**src/inc/sleg_pkg.sv**
```systemverilog
// package: constants and types for the stack limit and address generator
package sleg_pkg;
   localparam int DATA_W = 16;
   localparam int NEAR_W = 13;
   localparam int LIT5_W = 5;
   localparam int LIT10_W = 10;
   localparam int SP_INDEX = 15;
   localparam int WORK_DEF_INDEX = 0;
   localparam logic [15:0] STACK_FLOOR = 16'h0800;
   localparam logic [15:0] WORD_STEP = 16'h0002;
   localparam logic [15:0] LSB_CLEAR_MASK = 16'hFFFE;
   localparam logic [15:0] ZERO16 = 16'h0000;
   localparam logic [7:0] ZERO8 = 8'h00;
   localparam logic [0:0] ZERO1 = 1'h0;

   // addressing modes, gray coded along the usual order
   typedef enum logic [2:0]
   {
      SLEG_FILE_DIRECT = 3'h0,
      SLEG_REG_DIRECT = 3'h1,
      SLEG_REG_IND = 3'h3,
      SLEG_IND_POST = 3'h2,
      SLEG_IND_PRE = 3'h6,
      SLEG_IND_REG_OFS = 3'h7,
      SLEG_IND_LIT_OFS = 3'h5,
      SLEG_LITERAL = 3'h4
   } sleg_mode_t;

   // stack operation kind
   typedef enum logic [1:0]
   {
      SLEG_STK_NONE = 2'h0,
      SLEG_STK_PUSH = 2'h1,
      SLEG_STK_POP = 2'h3,
      SLEG_STK_OTHER = 2'h2
   } sleg_stk_t;

   // one operand request from the decoder
   typedef struct packed
   {
      logic valid;
      sleg_mode_t mode;
      logic [3:0] ptr_sel;
      logic [3:0] base_sel;
      logic [15:0] ptr_val;
      logic [15:0] base_val;
      logic [15:0] lit;
      logic lit_is_10;
      logic [NEAR_W-1:0] file_addr;
      logic full_space;
      logic decrement;
      logic [15:0] step;
   } sleg_req_t;

   // address result to memory and register file
   typedef struct packed
   {
      logic valid;
      logic is_mem;
      logic [15:0] addr;
      logic [15:0] operand;
      logic wb_en;
      logic [3:0] wb_sel;
      logic [15:0] wb_val;
      logic blocked;
   } sleg_res_t;
endpackage

```
**src/hdl/sleg_ram_guard.sv**
```systemverilog
// module: secure ram segment access gate
`timescale 1ns/1ps
module sleg_ram_guard
(
   input wire logic [15:0] addr_i,
   input wire logic is_mem_i,
   input wire logic boot_en_i,
   input wire logic [15:0] boot_lo_i,
   input wire logic [15:0] boot_hi_i,
   input wire logic in_boot_code_i,
   input wire logic sec_en_i,
   input wire logic [15:0] sec_lo_i,
   input wire logic [15:0] sec_hi_i,
   input wire logic in_sec_code_i,
   output logic blocked_o
);
   logic in_boot_w;
   logic in_sec_w;
   // window compare per segment
   assign in_boot_w = (addr_i >= boot_lo_i) && (addr_i <= boot_hi_i);
   assign in_sec_w = (addr_i >= sec_lo_i) && (addr_i <= sec_hi_i);
   // block unless executing from the owning flash segment
   assign blocked_o = is_mem_i &&
      ((boot_en_i && in_boot_w && !in_boot_code_i) || // RULE_10
       (sec_en_i && in_sec_w && !in_sec_code_i)); // RULE_11
endmodule

```
**src/hdl/sleg_top.sv**
```systemverilog
// module: stack limit checking and effective address generation
`timescale 1ns/1ps
// Contract
// RULE_01: working register fifteen is the upward stack pointer to the next free word
// RULE_02: push writes at pointer then increments; pop decrements then reads
// RULE_03: call pushes counter with upper bit forced clear
// RULE_04: exception push places status low byte over counter upper part
// RULE_05: limit register uninitialized after reset; bit zero always reads zero
// RULE_06: every stack pointer effective address compared against limit
// RULE_07: push at pointer equal to limit passes; next push traps
// RULE_08: stack address below fixed floor raises underflow stack error
// RULE_09: software avoids stack indirect read right after a limit write
// RULE_10: boot secure ram reachable only from boot flash code when enabled; code gates operand requests only, stack push/pop not gated
// RULE_11: secure segment ram reachable only from secure flash code when enabled; code gates operand requests only, stack push/pop not gated
// RULE_12: file register address is thirteen-bit direct field, near region only
// RULE_13: file register ops default to register zero; multiply writes register pair
// RULE_14: move instruction may address whole data space
// RULE_15: three-operand first operand register direct; second register, memory or literal
// RULE_16: three-operand modes: direct, indirect, post, pre, five/ten-bit literal
// RULE_17: file direct gives address; register direct uses contents as operand
// RULE_18: plain indirect uses pointer contents unchanged
// RULE_19: post-modified uses pointer then steps it and writes back
// RULE_20: pre-modified steps pointer by signed constant then uses it
// RULE_21: register offset adds pointer and base operand register
// RULE_22: literal offset adds pointer and instruction literal
// RULE_23: stack error is one-cycle trap request with faulting access flagged
// RULE_24: limit register is sixteen-bit software read/write, bit zero ignored
module sleg_top
(
   input wire logic clk_i,
   input wire logic rst_n_i,
   input wire sleg_pkg::sleg_req_t req_i,
   input wire sleg_pkg::sleg_stk_t stk_op_i,
   input wire logic [15:0] sp_val_i,
   input wire logic [15:0] push_data_i,
   input wire logic pc_push_i,
   input wire logic pc_push_exc_i,
   input wire logic [22:0] pc_i,
   input wire logic [7:0] status_low_byte_i,
   input wire logic lim_wr_i,
   input wire logic [15:0] lim_wdata_i,
   input wire logic boot_en_i,
   input wire logic [15:0] boot_lo_i,
   input wire logic [15:0] boot_hi_i,
   input wire logic in_boot_code_i,
   input wire logic sec_en_i,
   input wire logic [15:0] sec_lo_i,
   input wire logic [15:0] sec_hi_i,
   input wire logic in_sec_code_i,
   input wire logic [3:0] mul_dst_i,
   input wire logic mul_pair_i,
   input wire logic is_mul_i,
   output sleg_pkg::sleg_res_t res_o,
   output logic [15:0] push_word_lo_o,
   output logic [15:0] push_word_hi_o,
   output logic [15:0] stack_limit_o,
   output logic trap_req_o,
   output logic trap_overflow_o,
   output logic trap_underflow_o,
   output logic [15:0] trap_addr_o,
   output logic [3:0] dst_sel_o,
   output logic dst_pair_o
);
   // ==========================================================
   // stack limit register
   // ==========================================================
   logic [15:0] stack_limit_reg_r;
   logic [15:0] stack_limit_reg_nxt;
   // bit zero forced clear on write
   assign stack_limit_reg_nxt = lim_wdata_i & sleg_pkg::LSB_CLEAR_MASK; // RULE_24

   // no reset: the limit powers up undefined
   always_ff @(posedge clk_i)
   begin
      if (lim_wr_i)
      begin
         stack_limit_reg_r <= stack_limit_reg_nxt; // RULE_05
      end
   end

   // ==========================================================
   // effective address generation
   // ==========================================================
   logic [15:0] lit_w;
   logic [15:0] step_w;
   logic [15:0] ptr_step_w;
   logic [15:0] near_w;
   logic [15:0] file_addr_w;
   logic is_sp_w;
   logic is_mem_w;
   logic wb_en_w;
   logic [15:0] addr_w;
   logic [15:0] operand_w;
   logic blocked_w;

   // literal width select, five or ten bit zero-extended
   assign lit_w = req_i.lit_is_10 ?
      {6'h00, req_i.lit[sleg_pkg::LIT10_W-1:0]} :
      {11'h000, req_i.lit[sleg_pkg::LIT5_W-1:0]}; // RULE_16
   assign step_w = req_i.step;
   // signed step: add or subtract the constant
   assign ptr_step_w = req_i.decrement ? (req_i.ptr_val - step_w) :
      (req_i.ptr_val + step_w); // RULE_19 RULE_20
   // near region direct address, whole space for move
   assign near_w = {3'h0, req_i.file_addr}; // RULE_12
   assign file_addr_w = req_i.full_space ? req_i.lit : near_w; // RULE_14
   assign is_sp_w = (req_i.ptr_sel == 4'(sleg_pkg::SP_INDEX));

   // mode decode into address and operand
   always_comb
   begin
      addr_w = sleg_pkg::ZERO16;
      operand_w = sleg_pkg::ZERO16;
      is_mem_w = 1'b1;
      wb_en_w = 1'b0;
      case (req_i.mode)
         sleg_pkg::SLEG_FILE_DIRECT: addr_w = file_addr_w; // RULE_17
         sleg_pkg::SLEG_REG_DIRECT:
         begin
            operand_w = req_i.ptr_val; // RULE_15 RULE_17
            is_mem_w = 1'b0;
         end
         sleg_pkg::SLEG_REG_IND: addr_w = req_i.ptr_val; // RULE_18
         sleg_pkg::SLEG_IND_POST:
         begin
            addr_w = req_i.ptr_val; // RULE_19
            wb_en_w = 1'b1;
         end
         sleg_pkg::SLEG_IND_PRE:
         begin
            addr_w = ptr_step_w; // RULE_20
            wb_en_w = 1'b1;
         end
         sleg_pkg::SLEG_IND_REG_OFS:
            addr_w = req_i.ptr_val + req_i.base_val; // RULE_21
         sleg_pkg::SLEG_IND_LIT_OFS:
            addr_w = req_i.ptr_val + req_i.lit; // RULE_22
         sleg_pkg::SLEG_LITERAL:
         begin
            operand_w = lit_w; // RULE_15
            is_mem_w = 1'b0;
         end
         default: is_mem_w = 1'b0;
      endcase
   end

   // ==========================================================
   // stack address and checks
   // ==========================================================
   logic push_w;
   logic pop_w;
   logic [15:0] sp_addr_w;
   logic [15:0] sp_new_w;
   logic sp_access_w;
   logic [15:0] chk_addr_w;
   logic over_w;
   logic under_w;
   // push uses pointer then increments; pop decrements then reads
   assign push_w = (stk_op_i == sleg_pkg::SLEG_STK_PUSH) || pc_push_i ||
      pc_push_exc_i;
   assign pop_w = (stk_op_i == sleg_pkg::SLEG_STK_POP);
   assign sp_addr_w = pop_w ? (sp_val_i - sleg_pkg::WORD_STEP) :
      sp_val_i; // RULE_01 RULE_02
   assign sp_new_w = pop_w ? sp_addr_w :
      (sp_val_i + sleg_pkg::WORD_STEP); // RULE_02
   assign sp_access_w = push_w || pop_w ||
      (req_i.valid && is_sp_w && is_mem_w);
   assign chk_addr_w = (push_w || pop_w) ? sp_addr_w : addr_w;
   // compare every stack effective address with the limit
   assign over_w = sp_access_w && (chk_addr_w > stack_limit_reg_r); // RULE_06 RULE_07
   assign under_w = sp_access_w && (chk_addr_w < sleg_pkg::STACK_FLOOR); // RULE_08

   sleg_ram_guard u_guard
   (
      .addr_i(addr_w),
      .is_mem_i(req_i.valid && is_mem_w),
      .boot_en_i(boot_en_i),
      .boot_lo_i(boot_lo_i),
      .boot_hi_i(boot_hi_i),
      .in_boot_code_i(in_boot_code_i),
      .sec_en_i(sec_en_i),
      .sec_lo_i(sec_lo_i),
      .sec_hi_i(sec_hi_i),
      .in_sec_code_i(in_sec_code_i),
      .blocked_o(blocked_w)
   );

   // ==========================================================
   // pushed counter words
   // ==========================================================
   logic [15:0] pc_hi_w;
   logic [15:0] push_lo_w;
   // call zero-extends, exception adds status low byte
   assign pc_hi_w = pc_push_exc_i ?
      {status_low_byte_i, 1'b0, pc_i[22:16]} : // RULE_04
      {sleg_pkg::ZERO8, sleg_pkg::ZERO1, pc_i[22:16]}; // RULE_03
   assign push_lo_w = (pc_push_i || pc_push_exc_i) ?
      {pc_i[15:1], 1'b0} : push_data_i;

   // ==========================================================
   // registered outputs
   // ==========================================================
   sleg_pkg::sleg_res_t res_nxt;
   always_comb
   begin
      res_nxt.valid = req_i.valid || push_w || pop_w;
      res_nxt.is_mem = (req_i.valid && is_mem_w) || push_w || pop_w;
      res_nxt.addr = (push_w || pop_w) ? sp_addr_w : addr_w;
      res_nxt.operand = operand_w;
      res_nxt.wb_en = (req_i.valid && wb_en_w) || push_w || pop_w;
      res_nxt.wb_sel = (push_w || pop_w) ? 4'(sleg_pkg::SP_INDEX) :
         req_i.ptr_sel;
      res_nxt.wb_val = (push_w || pop_w) ? sp_new_w : ptr_step_w;
      res_nxt.blocked = blocked_w || over_w || under_w; // RULE_23
   end

   // destination: default register zero, multiply names its own
   logic [3:0] dst_nxt;
   assign dst_nxt = is_mul_i ? mul_dst_i :
      4'(sleg_pkg::WORK_DEF_INDEX); // RULE_13

   always_ff @(posedge clk_i)
   begin
      if (!rst_n_i)
      begin
         res_o <= '0;
         push_word_lo_o <= sleg_pkg::ZERO16;
         push_word_hi_o <= sleg_pkg::ZERO16;
         trap_req_o <= 1'b0;
         trap_overflow_o <= 1'b0;
         trap_underflow_o <= 1'b0;
         trap_addr_o <= sleg_pkg::ZERO16;
         dst_sel_o <= 4'h0;
         dst_pair_o <= 1'b0;
         stack_limit_o <= sleg_pkg::ZERO16;
      end
      else
      begin
         res_o <= res_nxt;
         push_word_lo_o <= push_lo_w;
         push_word_hi_o <= pc_hi_w;
         trap_req_o <= over_w || under_w; // RULE_23
         trap_overflow_o <= over_w;
         trap_underflow_o <= under_w;
         trap_addr_o <= chk_addr_w;
         dst_sel_o <= dst_nxt;
         dst_pair_o <= is_mul_i && mul_pair_i;
         stack_limit_o <= stack_limit_reg_r & sleg_pkg::LSB_CLEAR_MASK; // RULE_05
      end
   end
endmodule

```
**config.mk**
```make
export PLATFORM = sky130hd
export DESIGN_NAME = sleg_top
export DESIGN_NICKNAME = d
export VERILOG_FILES = /design/src/inc/sleg_pkg.sv /design/src/hdl/sleg_ram_guard.sv /design/src/hdl/sleg_top.sv
export SDC_FILE = /design/constraint.sdc
export NUM_CORES = 1
export LEC_CHECK = 0
export BUFFER_PORTS_ARGS = -buffer_cell sky130_fd_sc_hd__buf_2
export CAP_MARGIN = 0
export CORE_MARGIN = 5
export CORE_UTILIZATION = 50
export CTS_BUF_LIST = sky130_fd_sc_hd__clkbuf_4 sky130_fd_sc_hd__clkbuf_8 sky130_fd_sc_hd__clkbuf_16
export DETAILED_ROUTE_END_ITERATION = 8
export GPL_TIMING_DRIVEN = 0
export MAX_ROUTING_LAYER = met4
export PLACE_DENSITY = 0.93
export SLEW_MARGIN = 30
export SYNTH_ARGS = -nofsm -noshare
export SYNTH_HDL_FRONTEND = slang
export SYNTH_HIERARCHICAL = 1
export SYNTH_SLANG_ARGS = --single-unit
```
**constraint.sdc**
```tcl
create_clock -name clk_i -period 5.25 [get_ports clk_i]
set_input_delay 0.525 -clock clk_i [delete_from_list [all_inputs] [get_ports clk_i]]
set_output_delay 0.525 -clock clk_i [all_outputs]
set_load 0.05 [all_outputs]
```
# After elaboration in Yosys (flattened, before gate mapping)
# Index checks and enable logic that the tools add are counted.
[totals]
inputBits = 252
register_bits = 127
out_inout_bits = 128
[op_classes]
bitwise_logic = 1
n_lt_le_gt_ge = 6
n_reduce_logical = 38
n_eq_ne = 10
mux = 13
add_sub_neg = 6
[ops]
columns = ["cell", "n"]
rows = [
  ["2-to-1 mux 16 bit", 7],
  ["one-hot mux 16 bit (5 select lines)", 1],
  ["adder 16 bit", 3],
  ["greater-or-equal comparator 16 bit", 2],
  ["less-or-equal comparator 16 bit", 2],
  ["one-hot mux 16 bit (2 select lines)", 1],
  ["adder 16 x 2 -> 16 bit, second input constant", 1],
  ["greater-than comparator 16 bit", 1],
  ["< comparator 16 x 12 -> 1 bit, second input constant", 1],
  ["subtractor 16 bit", 1],
  ["subtractor 16 x 2 -> 16 bit, second input constant", 1],
  ["logical OR 1 bit", 15],
  ["logical AND 1 bit", 14],
  ["== test 3 bit, second input constant", 4],
  ["2-to-1 mux 10 bit", 1],
  ["OR reduction 2 bit", 4],
  ["== test 3 x 2 -> 1 bit, second input constant", 2],
  ["== test 4 bit, second input constant", 1],
  ["2-to-1 mux 4 bit", 1],
  ["AND reduction 2 bit", 2],
  ["== test 3 x 1 -> 1 bit, second input constant", 1],
  ["zero test 3 bit", 1],
  ["== test 2 x 1 -> 1 bit, second input constant", 1],
  ["== test 2 bit, second input constant", 1],
  ["3 further kinds", 5],
]

# Longest topological paths before layout
[depth]
ltp_word = 11
mapped_depth = 23
ltp_nobuf = 23

# Hierarchy
# The synthesis kept the hierarchy.
[modules_own_cells]
columns = ["module", "area_per_inst_um2", "cells_per_inst", "instances"]
rows = [
  ["sleg_top", 7993.9, 937, 1],
  ["sleg_ram_guard", 1587.8, 224, 1],
]

# Worst setup path after synthesis
# No wires, ideal clock.
[synth_path]
path_type = "input to register"
startpoint = "in req_i[5] (netlist name)"
endpoint = "reg res_o[0] (netlist name)"
path_stages = 21
setup_time_ps = 73
arrival_time_ps = 4708
setup_slack_ps = 469
required_time_ps = 5177
n_path_buf = 1
path_cell_list = "or3_4 -> nor3b_4 -> a21oi_1 -> xnor2_1 -> ha_1 -> clkbuf_1 -> a21oi_1 -> o21ai_1 -> or3_1 -> o22ai_1 -> mux2i_1 -> or3b_2 -> ha_1 -> nand4_1 -> nor2_1 -> a221o_1 -> o31a_1 -> a2111oi_2 -> o21a_1 -> nand2_1 -> o211ai_2"
[synth_between]
elab_chain_cells = 11
[synth_lines]
columns = ["element", "line", "text"]
rows = [
  ["start: declaration", "sleg_top.sv:32", "input wire sleg_pkg::sleg_req_t req_i,"],
  ["adder 16 bit or subtractor 16 bit (tied branches)", "sleg_top.sv:103, sleg_top.sv:102", ""],
  ["2-to-1 mux 16 bit *", "sleg_top.sv:102", "assign ptr_step_w = req_i.decrement ? (req_i.ptr_val - step_w) :"],
  ["one-hot mux 16 bit (5 select lines) *", "sleg_top.sv:116", "case (req_i.mode)"],
  ["named net addr_w[12]", "sleg_top.sv:92", "logic [15:0] addr_w;"],
  ["greater-or-equal comparator 16 bit, or another cell as far along", "sleg_ram_guard.sv:20", "assign in_boot_w = (addr_i >= boot_lo_i) && (addr_i <= boot_hi_i);"],
  ["logical AND 1 bit (on tied branches)", "sleg_ram_guard.sv:20, sleg_ram_guard.sv:21", ""],
  ["logical AND 1 bit (on tied branches) (2 in a row)", "sleg_ram_guard.sv:24, sleg_ram_guard.sv:25", ""],
  ["logical OR 1 bit *", "sleg_ram_guard.sv:24", "((boot_en_i && in_boot_w && !in_boot_code_i) ||"],
  ["logical AND 1 bit *", "sleg_ram_guard.sv:23", "assign blocked_o = is_mem_i &&"],
  ["named net blocked_w", "sleg_top.sv:94", "logic blocked_w;"],
  ["logical OR 1 bit * (2 in a row)", "sleg_top.sv:214", "res_nxt.blocked = blocked_w || over_w || under_w;"],
  ["end signal: assignment", "sleg_top.sv:239", "res_o <= res_nxt;"],
  ["end: declaration", "sleg_top.sv:53", "output sleg_pkg::sleg_res_t res_o,"],
]
# The timed path passes the listed nets; every way through them passes the cells marked *.
# A chain may end at the register's enable or synchronous reset.

# Worst setup path after layout
[layout_path]
startpoint = "in req_i[3] (netlist name)"
endpoint = "reg res_o[0] (netlist name)"
# Same word-level chain as after synthesis.

==> results.cfg <==
[outcome]
status = finished, final reports clean

[sta]
slew_violations = 0
clock_skew_ns = 0.00955
finalHoldViolations = 0
period_needed_ns = 5.08
worst_slew_pin_slew_ns = 0.854
slew_headroom_pct = 43.0
setup_ws_ns = 0.167
finalSetupViolCount = 0
clock.fmax_mhz = 197
min_period_over_period_pct = 96.8

[logic_synthesis]
postSynthAreaPerCell_sq_um = 8.25
synthAdderAreaFrac_pct = 15.3
synth-compound-area-share_pct = 20.0
synthCells = 1161
synth_seq_area_share_pct = 27.7
synth_top_family_by_area = simple AND/OR/NAND/NOR gates
netlist_area_sq_um = 9580
yosys.area_share.xor_xnor_pct = 5.75
synth_top_area_share_pct = 23.0
synthArstFlopShare_pct = 0
netlist_top_cells_count = ha_1, dfxtp_1, nand2_1
synthFlopType = dfxtp_1
yosys_warnings = 6
yosys.area_share.simple_pct = 20.2
synthDistinctLibCells = 84
muxShareOfSynthArea_pct = 3.77
synth_top_area_cell = dfxtp_1
synth.area.top_cells = dfxtp_1, ha_1, edfxtp_1, nand2_1, inv_1
ys_seq_elements = 125
yosysMostFrequentCell = ha_1
synth_edf_count = 15

[die]
dieHeight_um = 148
ios = 380
start_util_pct = 51.1
die_area_sq_um = 22000
fp.dieW_um = 148
rows = 50
core_sq_um = 18800

[pwr]
p_per_area_nw_per_um2 = 293
p_int_mw = 2.28
pwr-share-clk_pct = 35.3
power_switching_share_pct = 37.7
power.total_mw = 3.66
p_leak_nw = 6.34
switching_power_mw = 1.38
seqPwrFrac_pct = 28.7
vdd_drop_max_v = 0.000223
comb_power_share_pct = 36.1

[critical_path]
cpMaxStageDelayCell = ha_1
critPathBufInv = 1
cp.required_ns = 5.60
max_stage_delay_ns = 0.47
start_kind = input pin
crit_type = in -> reg
critPathTopFamily = compound AO/OA/AOI/OAI gates
path_cells = buf_2, or3_4, nor3b_4, a21oi_1, xnor2_1, ha_1, nand4_1, a211oi_2, nor2_1, xnor2_1, a221o_2, ha_1, nand4_1, nor2_1, a221o_1, o31a_1, a2111oi_4, o21a_1, nand2_1, o211ai_2
critPathMaxFanout = 8
cp.arrival_ns = 5.43
end_kind = flip-flop

[detailed_routing]
drt_pass1_iterations = 6
via_per_inst = 5.83
wl_per_cell_um = 21.0
postRouteAntennaNets = 0
initialDrtViolationCount = 958
routed_wl_um = 37800
num_vias = 10500
drc = 0

[grt]
grt_util_met1_pct = 38.3
grt_use_total_pct = 33.6
gr-usage-met3_pct = 6.79
grt_start_max_net_pins = 17
met2_usage_pct = 56.6
globalRoute.totalOverflow = 0
grt_antenna_before_repair = 6
top_usage_layer = met2
grt_pass1_vias = 10600
grt_first_pass_wirelength_um = 56200

[clock_tree]
cts_tree = built
cts_buffers = 17
clock-sinks = 125
htreeDepth = 4
insertion_delay_ns = 0.42
clk_path_buf_depth = 2
cts.reportedPaths.clkPinSlew_ns = 0.06
clockRootBuffer = clkbuf_16

[placement]
io_buffers = 365
pre_cts_slack_ns = -0.741
place_congestion = 1.04
dp_hpwl_um = 30600
place_area_sq_um = 11700

[final_layout]
fin_area_sq_um = 12500
drive_gt1_share_pct = 30.9
area_delta_synth_final_pct = 30.6
utilization_pct = 66.7
nFillCells = 1527
nNetsFinal = 1915

[job]
maxCapViolations = 0

[worst_hold_path]
hold_path_class = in -> reg
[metrics by stage]
| stage | hold slack [ns] | TNS (ns) | instances |
|---|---|---|---|
| CTS | 0.266 | 0 | 1792 |
| finish | 0.277 | 0 | 1800 |
| global route | 0.267 | -0.0123 | 1799 |
| floorplan | 0.448 | 0 | 1162 |
| detailed placement | 0.462 | -1.80 | 1761 |
| global placement | 0.454 | -1.36 | 1761 |
[cell usage in the layout, fill, tap and decap left out, drive strengths merged, types with 9 or more instances in the layout]
| master | count |
|---|---|
| nand4 | 18 |
| mux2i | 17 |
| a211oi | 12 |
| o211ai | 13 |
| nor3 | 17 |
| inv | 111 |
| clkbuf | 57 |
| and2 | 43 |
| mux2 | 17 |
| a21o | 15 |
| o21ai | 46 |
| a22oi | 11 |
| o21a | 20 |
| nor2b | 18 |
| nand2 | 106 |
| a21oi | 70 |
| nand2b | 9 |
| edfxtp | 15 |
| dfxtp | 110 |
| xor2 | 20 |
| buf | 391 |
| nor2 | 78 |
| xnor2 | 42 |
| nand3 | 22 |
| and3 | 25 |
| ha | 114 |
| a31oi | 12 |
| a21boi | 32 |
[path summary, 6_finish.rpt]
path / startpoint / endpoint / slack, ns / cells after the start
worst min register to register: stack_limit_reg_r[4] / stack_limit_o[4] / 0.49 / 1
worst max register to register: stack_limit_reg_r[2] / res_o[0] / 2.86 / 10
worst min-delay path: lim_wdata_i[8] / stack_limit_reg_r[8] / 0.28 / 1
worst max-delay path: req_i[3] / res_o[0] / 0.17 / 20
[cell families after synthesis]
logic type / after synthesis
xor+xnor: 62
fa+ha+maj: 116
mux: 34
compound gates: 280
flops: 125
buf+inv: 166
simple gates: 377
other cells: 1
[what timing repair did]
action,in CTS,in global routing
hold endpoints to repair,0,0
setup buffers,0,4
hold buffers,0,0
setup endpoints to repair,3,3
gates resized for setup,8,23
pin swaps,0,3
[cell type report]
cell class,count,area [sq um],area share (%)
buffer,60,300,2.40
multi-input combinational,871,6380,51.0
clock buffer,19,458,3.66
antenna,6,15.0,0.120
tap,234,293,2.34
sequential,125,2650,21.2
inverter,103,387,3.09
clock inverter,13,174,1.39
timing repair buffer,369,1860,14.8
[per-layer routing]
layer	share of wire [%]	up-vias
li1	-	4861
met1	37	4811
met2	48	662
met3	9.3	168
met4	5.5	0
met5	0	-
[state kept, by name (all words and copies together) (netlist names), 4 cells and up]
register / count
res_o: 40
trap_addr_o: 16
stack_limit_o: 15
push_word_hi_o: 15
dst_sel_o: 4
push_word_lo_o: 16
stack_limit_reg_r: 15
[power groups by stage]
stage	logic, mW	registers (mW)	clock network [mW]
2_1_floorplan	0.660	1.25	0
3_3_place_gp	1.21	1.07	0
3_5_place_dp	1.25	1.07	0
4_1_cts	1.27	1.05	1.30
5_1_grt	1.42	1.05	1.34
6_report	1.32	1.05	1.29
(Power assumes the default switching activity.)
